### config.mk
export PLATFORM = sky130hd
export DESIGN_NAME = txss_top
export DESIGN_NICKNAME = d
export VERILOG_FILES = /design/src/shared/txss_pkg.sv /design/src/verilog/txss_top.sv /design/src/verilog/txss_sync.sv
export SDC_FILE = /design/constraint.sdc
export NUM_CORES = 1
export LEC_CHECK = 0
export BUFFER_PORTS_ARGS = -buffer_cell sky130_fd_sc_hd__buf_2
export CAP_MARGIN = 20
export CORE_MARGIN = 2
export CORE_UTILIZATION = 30
export DETAILED_ROUTE_END_ITERATION = 8
export GPL_ROUTABILITY_DRIVEN = 0
export PLACE_DENSITY = 0.54
export SYNTH_ARGS = -nofsm -noshare
export SYNTH_HDL_FRONTEND = slang
export SYNTH_SLANG_ARGS = --single-unit
### constraint.sdc
create_clock -name ref_clk -period 2 [get_ports ref_clk]
set_input_delay 0.1 -clock ref_clk [delete_from_list [all_inputs] [get_ports ref_clk]]
set_output_delay 0.1 -clock ref_clk [all_outputs]
set_load 0.05 [all_outputs]
### src/shared/txss_pkg.sv
// Package of offsets, field layouts and reset values for the source selector.
package txss_pkg;

	// ************************************************************
	// Register map.
	// ************************************************************
	// Printed offset 0x6306 is not a multiple of four, so it is an index.
	localparam logic [15:0] TX_SOURCE_SELECT_IDX = 16'h6306;
	localparam logic [15:0] TX_CONTROL_IDX       = 16'h6304;
	localparam logic [15:0] TEST_SELECT_IDX      = 16'h6310;
	localparam int          ADDR_W               = 18;

	// ************************************************************
	// Field positions.
	// ************************************************************
	localparam int LMS_HI  = 7;
	localparam int LMS_LO  = 6;
	localparam int ADS_HI  = 5;
	localparam int ADS_LO  = 4;
	localparam int SOS_HI  = 3;
	localparam int SOS_LO  = 0;
	localparam int D2_INV_ON  = 7;
	localparam int D1_INV_ON  = 6;
	localparam int D2_INV_OFF = 5;
	localparam int D1_INV_OFF = 4;
	localparam int D2_CARRIER = 1;
	localparam int D1_CARRIER = 0;
	localparam int TBB_HI  = 2;
	localparam int TBB_LO  = 0;
	localparam int TSC_HI  = 5;
	localparam int TSC_LO  = 4;

	// ************************************************************
	// Reset values.
	// ************************************************************
	localparam logic [7:0] TX_SOURCE_SELECT_RST = 8'h10;
	localparam logic [7:0] TX_CONTROL_RST       = 8'h80;
	localparam logic [7:0] TEST_SELECT_RST      = 8'h00;

	// ************************************************************
	// Source codes.
	// ************************************************************
	localparam logic [1:0] SRC_TRISTATE = 2'h0;
	localparam logic [1:0] SRC_CODER    = 2'h1;
	localparam logic [1:0] SRC_EXTERNAL = 2'h2;
	localparam logic [1:0] SRC_SPECIAL  = 2'h3;

	typedef enum logic [3:0] {
		SO_TRISTATE  = 4'b0000,
		SO_LOW       = 4'b0001,
		SO_HIGH      = 4'b0010,
		SO_TEST_BUS  = 4'b0011,
		SO_CODER     = 4'b0100,
		SO_TX_STREAM = 4'b0101,
		SO_RX_REGEN  = 4'b0110,
		SO_RX_STREAM = 4'b0111,
		SO_G1_RX     = 4'b1000,
		SO_G1_TX     = 4'b1001,
		SO_G1_COMP   = 4'b1010,
		SO_G1_RSVD   = 4'b1011,
		SO_G2_RX     = 4'b1100,
		SO_G2_TX     = 4'b1101,
		SO_G2_RXRAW  = 4'b1110,
		SO_G2_ENV    = 4'b1111
	} txss_signal_output_pin_t;

endpackage : txss_pkg

### src/verilog/txss_top.sv
// Transmit source selector: register slave and pin routing multiplexers.
//
// Added by the designer: the Avalon-MM register port.
`timescale 1ns/1ps

// Summary of operation
// - Load-modulation field selects load modulation source
// - Driver field selects both antenna driver sources
// - Constant high follows driver inversion settings
// - Signal-out codes 0..2: tristate, low, high
// - Code 0011 outputs chosen test-bus bit
// - Codes 0100/0101: coder envelope, transmit stream
// - Code 0110 outputs regenerated delayed receiver
// - Code 0111 outputs received serial stream
// - Codes 1000-1010 first group, 1011 reserved
// - Codes 1100-1111 second secure group signals
// - Reset: drivers coder envelope, others tristate
// - Driver inverted per carrier state bits
module txss_top (
	// Clock and reset.
	input  wire logic        ref_clk,
	input  wire logic        sys_rst,
	// Avalon-MM slave.
	input  wire logic [17:0] avs_address,
	input  wire logic        avs_read,
	input  wire logic        avs_write,
	input  wire logic [31:0] avs_writedata,
	input  wire logic [3:0]  avs_byteenable,
	output logic      [31:0] avs_readdata,
	output logic      [1:0]  avs_response,
	output logic             avs_waitrequest,
	// Internal sources on the same clock.
	input  wire logic        coder_envelope,
	input  wire logic        load_mod_test_sig,
	input  wire logic [7:0]  test_bus,
	input  wire logic        tx_serial_stream,
	input  wire logic        rx_regenerated,
	input  wire logic        rx_serial_stream,
	input  wire logic        demod_comparator,
	input  wire logic        rx_with_carrier,
	input  wire logic        tx_with_carrier,
	input  wire logic        rx_raw_carrier,
	input  wire logic        rx_raw_envelope,
	// Envelope from the pin.
	input  wire logic        external_envelope_input,
	// Routed pins, each with output enable.
	output logic             load_modulation_pin_o,
	output logic             load_modulation_pin_oe,
	output logic             antenna_driver_one_o,
	output logic             antenna_driver_one_oe,
	output logic             antenna_driver_two_o,
	output logic             antenna_driver_two_oe,
	output logic             signal_output_pin_o,
	output logic             signal_output_pin_oe
);

	// ************************************************************
	// State.
	// ************************************************************
	typedef struct packed {
		logic [7:0]  tx_source_select;
		logic [7:0]  tx_control;
		logic [7:0]  test_select;
		logic        ack;
		logic [31:0] rdata;
		logic [1:0]  resp;
		logic        lm_o;
		logic        lm_oe;
		logic        d1_o;
		logic        d1_oe;
		logic        d2_o;
		logic        d2_oe;
		logic        so_o;
		logic        so_oe;
	} txss_state_t;

	txss_state_t st_reg;
	txss_state_t st_next;
	logic        ext_env;

	// Envelope pin comes from outside the clock domain.
	txss_sync #(
		.W (1)
	) u_env_sync (
		.ref_clk   (ref_clk),
		.sys_rst   (sys_rst),
		.pin_in    (external_envelope_input),
		.level_out (ext_env)
	);

	// Word index decode, used for reads and writes.
	function automatic logic [1:0] reg_sel(input logic [17:0] a);
		reg_sel = 2'h3;
		if (a[1:0] == 2'h0) begin
			if (a[17:2] == txss_pkg::TX_SOURCE_SELECT_IDX) begin
				reg_sel = 2'h0;
			end else if (a[17:2] == txss_pkg::TX_CONTROL_IDX) begin
				reg_sel = 2'h1;
			end else if (a[17:2] == txss_pkg::TEST_SELECT_IDX) begin
				reg_sel = 2'h2;
			end
		end
	endfunction : reg_sel

	// Driver source decode shared by both antenna drivers.
	function automatic logic drv_level(input logic [1:0] src,
		input logic coder, input logic ext, input logic inv);
		case (src)
			txss_pkg::SRC_CODER:    drv_level = coder ^ inv;
			txss_pkg::SRC_EXTERNAL: drv_level = ext ^ inv;
			txss_pkg::SRC_SPECIAL:  drv_level = 1'b1 ^ inv;
			default:                drv_level = 1'b0;
		endcase
	endfunction : drv_level

	logic [1:0] lm_src;
	logic [1:0] ad_src;
	logic [3:0] so_src;
	logic       d1_inv;
	logic       d2_inv;
	logic [1:0] sel;

	// Field extraction and inversion terms.
	always_comb begin
		lm_src = st_reg.tx_source_select[txss_pkg::LMS_HI:txss_pkg::LMS_LO];
		ad_src = st_reg.tx_source_select[txss_pkg::ADS_HI:txss_pkg::ADS_LO];
		so_src = st_reg.tx_source_select[txss_pkg::SOS_HI:txss_pkg::SOS_LO];
		d1_inv = st_reg.tx_control[txss_pkg::D1_CARRIER]
			? st_reg.tx_control[txss_pkg::D1_INV_ON]
			: st_reg.tx_control[txss_pkg::D1_INV_OFF];
		d2_inv = st_reg.tx_control[txss_pkg::D2_CARRIER]
			? st_reg.tx_control[txss_pkg::D2_INV_ON]
			: st_reg.tx_control[txss_pkg::D2_INV_OFF];
		sel    = reg_sel(avs_address);
	end

	// ************************************************************
	// Next state: bus slave and routing.
	// ************************************************************
	always_comb begin
		st_next     = st_reg;
		st_next.ack = 1'b0;
		// Each access is answered one cycle after it appears.
		if ((avs_read || avs_write) && !st_reg.ack) begin
			st_next.ack   = 1'b1;
			st_next.rdata = '0;
			st_next.resp  = (sel == 2'h3) ? 2'h2 : 2'h0;
			if (avs_write && avs_byteenable[0]) begin
				case (sel)
					2'h0: st_next.tx_source_select = avs_writedata[7:0];
					2'h1: st_next.tx_control = avs_writedata[7:0];
					2'h2: st_next.test_select = avs_writedata[7:0];
					default: st_next.tx_control = st_reg.tx_control;
				endcase
			end
			if (avs_read) begin
				case (sel)
					2'h0: st_next.rdata = {24'h00_0000, st_reg.tx_source_select};
					2'h1: st_next.rdata = {24'h00_0000, st_reg.tx_control};
					2'h2: st_next.rdata = {24'h00_0000, st_reg.test_select};
					default: st_next.rdata = 32'h0000_0000;
				endcase
			end
		end

		// Load modulation pin.
		st_next.lm_oe = (lm_src != txss_pkg::SRC_TRISTATE);
		case (lm_src)
			txss_pkg::SRC_CODER:    st_next.lm_o = coder_envelope;
			txss_pkg::SRC_EXTERNAL: st_next.lm_o = ext_env;
			txss_pkg::SRC_SPECIAL:  st_next.lm_o = load_mod_test_sig;
			default:                st_next.lm_o = 1'b0;
		endcase

		// Antenna drivers.
		st_next.d1_oe = (ad_src != txss_pkg::SRC_TRISTATE);
		st_next.d2_oe = (ad_src != txss_pkg::SRC_TRISTATE);
		st_next.d1_o  = drv_level(ad_src, coder_envelope, ext_env, d1_inv);
		st_next.d2_o  = drv_level(ad_src, coder_envelope, ext_env, d2_inv);

		// Signal output pin.
		st_next.so_oe = 1'b1;
		case (txss_pkg::txss_signal_output_pin_t'(so_src))
			txss_pkg::SO_TRISTATE: begin
				st_next.so_oe = 1'b0;
				st_next.so_o  = 1'b0;
			end
			txss_pkg::SO_LOW:       st_next.so_o = 1'b0;
			txss_pkg::SO_HIGH:      st_next.so_o = 1'b1;
			txss_pkg::SO_TEST_BUS:  st_next.so_o = test_bus[st_reg.test_select[
				txss_pkg::TBB_HI:txss_pkg::TBB_LO]];
			txss_pkg::SO_CODER:     st_next.so_o = coder_envelope;
			txss_pkg::SO_TX_STREAM: st_next.so_o = tx_serial_stream;
			// Valid only while software keeps the receiver active.
			txss_pkg::SO_RX_REGEN:  st_next.so_o = rx_regenerated;
			txss_pkg::SO_RX_STREAM: st_next.so_o = rx_serial_stream;
			txss_pkg::SO_G1_RX:     st_next.so_o = rx_serial_stream;
			txss_pkg::SO_G1_TX:     st_next.so_o = tx_serial_stream;
			txss_pkg::SO_G1_COMP:   st_next.so_o = demod_comparator;
			txss_pkg::SO_G2_RX:     st_next.so_o = rx_with_carrier;
			txss_pkg::SO_G2_TX:     st_next.so_o = tx_with_carrier;
			txss_pkg::SO_G2_RXRAW:  st_next.so_o = rx_raw_carrier;
			txss_pkg::SO_G2_ENV:    st_next.so_o = rx_raw_envelope;
			default:                st_next.so_o = 1'b0; // Reserved code drives low.
		endcase
	end

	// State register with documented reset values.
	always_ff @(posedge ref_clk) begin
		if (sys_rst) begin
			st_reg                  <= '0;
			st_reg.tx_source_select <= txss_pkg::TX_SOURCE_SELECT_RST;
			st_reg.tx_control       <= txss_pkg::TX_CONTROL_RST;
			st_reg.test_select      <= txss_pkg::TEST_SELECT_RST;
		end else begin
			st_reg <= st_next;
		end
	end

	// Outputs straight from flip-flops.
	assign avs_readdata           = st_reg.rdata;
	assign avs_response           = st_reg.resp;
	assign avs_waitrequest        = ~st_reg.ack;
	assign load_modulation_pin_o  = st_reg.lm_o;
	assign load_modulation_pin_oe = st_reg.lm_oe;
	assign antenna_driver_one_o   = st_reg.d1_o;
	assign antenna_driver_one_oe  = st_reg.d1_oe;
	assign antenna_driver_two_o   = st_reg.d2_o;
	assign antenna_driver_two_oe  = st_reg.d2_oe;
	assign signal_output_pin_o    = st_reg.so_o;
	assign signal_output_pin_oe   = st_reg.so_oe;

	// ************************************************************
	// Assertions.
	// ************************************************************
	property p_lm_tristate;
		@(posedge ref_clk) disable iff (sys_rst)
		$past(lm_src) == txss_pkg::SRC_TRISTATE |-> !load_modulation_pin_oe;
	endproperty
	a_lm_tristate: assert property (p_lm_tristate)
		else $error("load modulation pin not released");

	property p_drv_high;
		@(posedge ref_clk) disable iff (sys_rst)
		(ad_src == txss_pkg::SRC_SPECIAL) ##1 $stable(st_reg.tx_control)
		|-> antenna_driver_one_o == !$past(d1_inv);
	endproperty
	a_drv_high: assert property (p_drv_high)
		else $error("driver one high level wrong");

	property p_drv_oe;
		@(posedge ref_clk) disable iff (sys_rst)
		!$past(sys_rst) |-> {st_reg.d1_oe, st_reg.d2_oe} == {2{$past(ad_src) != '0}};
	endproperty
	a_drv_oe: assert property (p_drv_oe)
		else $error("driver enables differ");

	property p_so_tristate;
		@(posedge ref_clk) disable iff (sys_rst)
		$past(so_src) == 4'h0 |-> !signal_output_pin_oe;
	endproperty
	a_so_tristate: assert property (p_so_tristate)
		else $error("signal output not released");

	property p_so_high;
		@(posedge ref_clk) disable iff (sys_rst)
		$past(so_src) == 4'h2 |-> signal_output_pin_o && signal_output_pin_oe;
	endproperty
	a_so_high: assert property (p_so_high)
		else $error("signal output not high");

	property p_so_coder;
		@(posedge ref_clk) disable iff (sys_rst)
		$past(so_src) == 4'h4 |-> signal_output_pin_o == $past(coder_envelope);
	endproperty
	a_so_coder: assert property (p_so_coder)
		else $error("signal output not coder envelope");

	property p_so_rx;
		@(posedge ref_clk) disable iff (sys_rst)
		$past(so_src) == 4'h7 |-> signal_output_pin_o == $past(rx_serial_stream);
	endproperty
	a_so_rx: assert property (p_so_rx)
		else $error("signal output not receive stream");

	property p_write_applies;
		@(posedge ref_clk) disable iff (sys_rst)
		avs_write && avs_byteenable[0] && !st_reg.ack && sel == 2'h0
		|=> st_reg.tx_source_select == $past(avs_writedata[7:0]);
	endproperty
	a_write_applies: assert property (p_write_applies)
		else $error("selection write not applied");

	property p_ack_one;
		@(posedge ref_clk) disable iff (sys_rst)
		!avs_waitrequest |=> avs_waitrequest;
	endproperty
	a_ack_one: assert property (p_ack_one)
		else $error("waitrequest low too long");

endmodule : txss_top

### src/verilog/txss_sync.sv
// Three-stage pin synchroniser that accepts a change when stages agree.
`timescale 1ns/1ps
module txss_sync #(
	parameter int W = 1
) (
	// Clock and reset.
	input  wire logic         ref_clk,
	input  wire logic         sys_rst,
	// Raw pins and filtered levels.
	input  wire logic [W-1:0] pin_in,
	output logic      [W-1:0] level_out
);

	typedef struct packed {
		logic [W-1:0] s1;
		logic [W-1:0] s2;
		logic [W-1:0] s3;
		logic [W-1:0] lvl;
	} txss_sync_st_t;

	txss_sync_st_t st_reg;
	txss_sync_st_t st_next;

	// Stage one is read only by stage two; the level moves when two and three agree.
	always_comb begin
		st_next    = st_reg;
		st_next.s1 = pin_in;
		st_next.s2 = st_reg.s1;
		st_next.s3 = st_reg.s2;
		for (int i = 0; i < W; i++) begin
			if (st_reg.s2[i] == st_reg.s3[i]) begin
				st_next.lvl[i] = st_reg.s3[i];
			end
		end
	end

	// State register.
	always_ff @(posedge ref_clk) begin
		if (sys_rst) begin
			st_reg <= '0;
		end else begin
			st_reg <= st_next;
		end
	end

	assign level_out = st_reg.lvl;

endmodule : txss_sync

==> impl_metrics.env <==
export IMPL_area_growth_pct=19.1
export IMPL_crit_path_start="avs_address[5]"
export IMPL_dp_cells=418
export IMPL_num_antenna_cells=0
export IMPL_reg2reg_slack_ns=0.48
export IMPL_cts_sinks=45
export IMPL_critical_path_required_ns=2.20
export IMPL_final_hold_viol_count=0
export IMPL_outcome="finished, final reports clean"
export IMPL_slew_viol_final=0
export IMPL_hold_path_class="input port to register"
export IMPL_crit_path_start_kind="input port"
export IMPL_synthCells=257
export IMPL_std_cell_rows=32
export IMPL_synthFlopType="dfxtp_1"
export IMPL_nNetsFinal=405
export IMPL_die_area_mm2=0.00871
export IMPL_cts_buffers=5
export IMPL_setup_viol=0
export IMPL_clock_path_buffers=2
export IMPL_synth_warnings=0
export IMPL_final_cell_mix="67 x buf_2, 45 x dfxtp_1, 39 x nor2_1, 34 x mux2i_1, 25 x conb_1"
export IMPL_synth_ff_latch_count=45
export IMPL_async_flop_share_pct=0
export IMPL_io_pins=120
export IMPL_stdcell_count=427
export IMPL_cts_tree="done"
export IMPL_drt_vias_per_instance=4.43
export IMPL_drt_iter0_drc=46
export IMPL_largest_reg_flops=17
export IMPL_arrival_ns=1.82
export IMPL_min_period_ns=1.63
export IMPL_timing_max_cap_violations=0
export IMPL_synth_edff_count=0
export IMPL_leakage_nw=1.39
export IMPL_grt_pass1_vias=1763
export IMPL_fmaxAchievable_ghz=0.615
export IMPL_end_kind="register"
export IMPL_vias=1891
export IMPL_initial_core_util_pct=31.0
export IMPL_wl_um=5200
export IMPL_cp_cell_sequence="buf_2, or4_4, nor4_4, and4b_1, buf_12, nor2b_2, a211o_1"
export IMPL_drc=0
export IMPL_avgSynthCellArea_um2=9.31
export IMPL_ant_nets=0
export IMPL_detail_route_wl_per_cell_um=12.2
export IMPL_dr_pass1_iters=4
export IMPL_clk_pin_slew_ns=0.09
export IMPL_yosysSeqAreaShare_pct=37.6
export IMPL_cpMaxStageDelayCell="or4_4"
export IMPL_rsz0062_at_grt="no"
export IMPL_nFillCells=804
export IMPL_root_buffer="clkbuf_8"
export IMPL_ys_types=40
export IMPL_r2r_start="st_reg[42]$_SDFF_PP0_"
export IMPL_mostFrequentLayoutCell="buf_2"
export IMPL_core_area_mm2=0.00773
export IMPL_hp_start="avs_writedata[7]"
export IMPL_path_max_fanout=9
export IMPL_peakVddDrop_uv=236
export IMPL_clock_skew_ns=0.00545
export IMPL_grt_first_pass_wirelength_um=8300
export IMPL_cts_resized=0
export IMPL_grt_use_total_pct=12.1
export IMPL_h_tree_depth=2
export IMPL_die_y_um=93.3
export IMPL_finalSetupTns_ns=0
export IMPL_antenna_found_initial=0
export IMPL_clock_latency_ns=0.30
export IMPL_io_buffers=67
export IMPL_overflow=0
export IMPL_register_area_um2=901
export IMPL_fin_crit_sh_pct=81.3
export IMPL_worstSetupPathType="input port to register"
export IMPL_critPathMaxStageDelay_ns=0.55
export IMPL_drive_gt1_share_pct=31.1
export IMPL_dp_hpwl_um=3970
export IMPL_power_density_mw_per_mm2=606
export IMPL_multiInputGateArea_mm2=0.00126
export IMPL_fp_dieW_um=93.3
export IMPL_grt_max_degree=40
export IMPL_synth_area_mm2=0.00239
critical path, delay by kind of cell:
family                 cells  cell delay [ns]
and+or+nand+nor            4             1.22
AOI/OAI and AO/OA          1             0.25
buffers and inverters      2             0.24
Yosys cell counts, drive strengths merged, types with 2 or more instances:
cell type	n	area [um^2]
dfxtp	45	901
nor2	39	146
buf	36	274
mux2i	34	340
o21ai	14	70.1
nand2	13	48.8
a21o	8	60.1
clkbuf	7	26.3
inv	7	26.3
a21oi	6	30.0
nor2b	6	40.0
ha	4	50.1
mux4	3	67.6
a211o	2	17.5
a22oi	2	15.0
mux2	2	22.5
nand2b	2	12.5
nand3	2	10.0
nand4	2	25.0
nor3	2	10.0
nor3b	2	15.0
nor4	2	27.5
o22ai	2	12.5
or3b	2	17.5
xor2	2	17.5
per-stage QoR:
| step | total power [W] | setup WS (ns) | hold slack (ns) | util (%) | cell area, um^2 |
|---|---|---|---|---|---|
| floorplan | 0.00115 | 0.143 | 0.218 | - | 2480 |
| global route | 0.00181 | 0.308 | 0.0515 | 36.9 | 2850 |
| CTS | 0.00175 | 0.369 | 0.0359 | 36.9 | 2850 |
| finish | 0.00173 | 0.375 | 0.0475 | 36.9 | 2850 |
| global placement | 0.00119 | 0.0637 | 0.307 | 35.6 | 2750 |
| detailed placement | 0.00119 | 0.0463 | 0.314 | 35.6 | 2750 |
report_power, final:
group / total, W / switching, W / leakage [nW] / internal (W)
Clock: 0.000555 / 0.000313 / 0.0439 / 0.000241
Combinational: 0.000263 / 0.000193 / 0.983 / 0.0000705
Sequential: 0.000908 / 0.00000428 / 0.364 / 0.000904
Total: 0.00173 / 0.000511 / 1.39 / 0.00122
cell families after synthesis:
group,count (synthesis),synth area share (%)
buffers and inverters,50,13.6
XOR/XNOR,2,0.732
multiplexers,39,18.0
flip-flops,45,37.6
adder cells (fa/ha/maj),4,2.09
other,1,0.157
AND/OR/NAND/NOR,78,17.1
AO/OA/AOI/OAI,38,10.6
path summary, 6_finish.rpt:
kind	cells after the start	to
worst max-delay path	7	st_reg[58]$_SDFFE_PP1P_
worst min-delay path	2	st_reg[58]$_SDFFE_PP1P_
worst max register to register	5	st_reg[58]$_SDFFE_PP1P_
worst min register to register	1	u_env_sync.st_next[1]$_SDFF_PP0_
layout make-up:
type / count / area share, %
multi-input cells: 186 / 44.1
flip-flops and latches: 45 / 31.6
repair buffers: 79 / 15.9
well taps: 102 / 4.48
clock buffers: 5 / 2.41
inverters: 7 / 0.922
clock inverters: 3 / 0.615
layer usage:
layer	part of all wire, %	global-route usage, %
met5	0	0
met4	1.4	4.17
met3	7.3	3.30
met2	48	20.7
met1	43	14.6
repair_timing:
item | in CTS | in global routing
buffers inserted | 0 | 0
hold buffers | 1 | 0
hold endpoints to repair | 1 | 0
(Power assumes the default switching activity.)
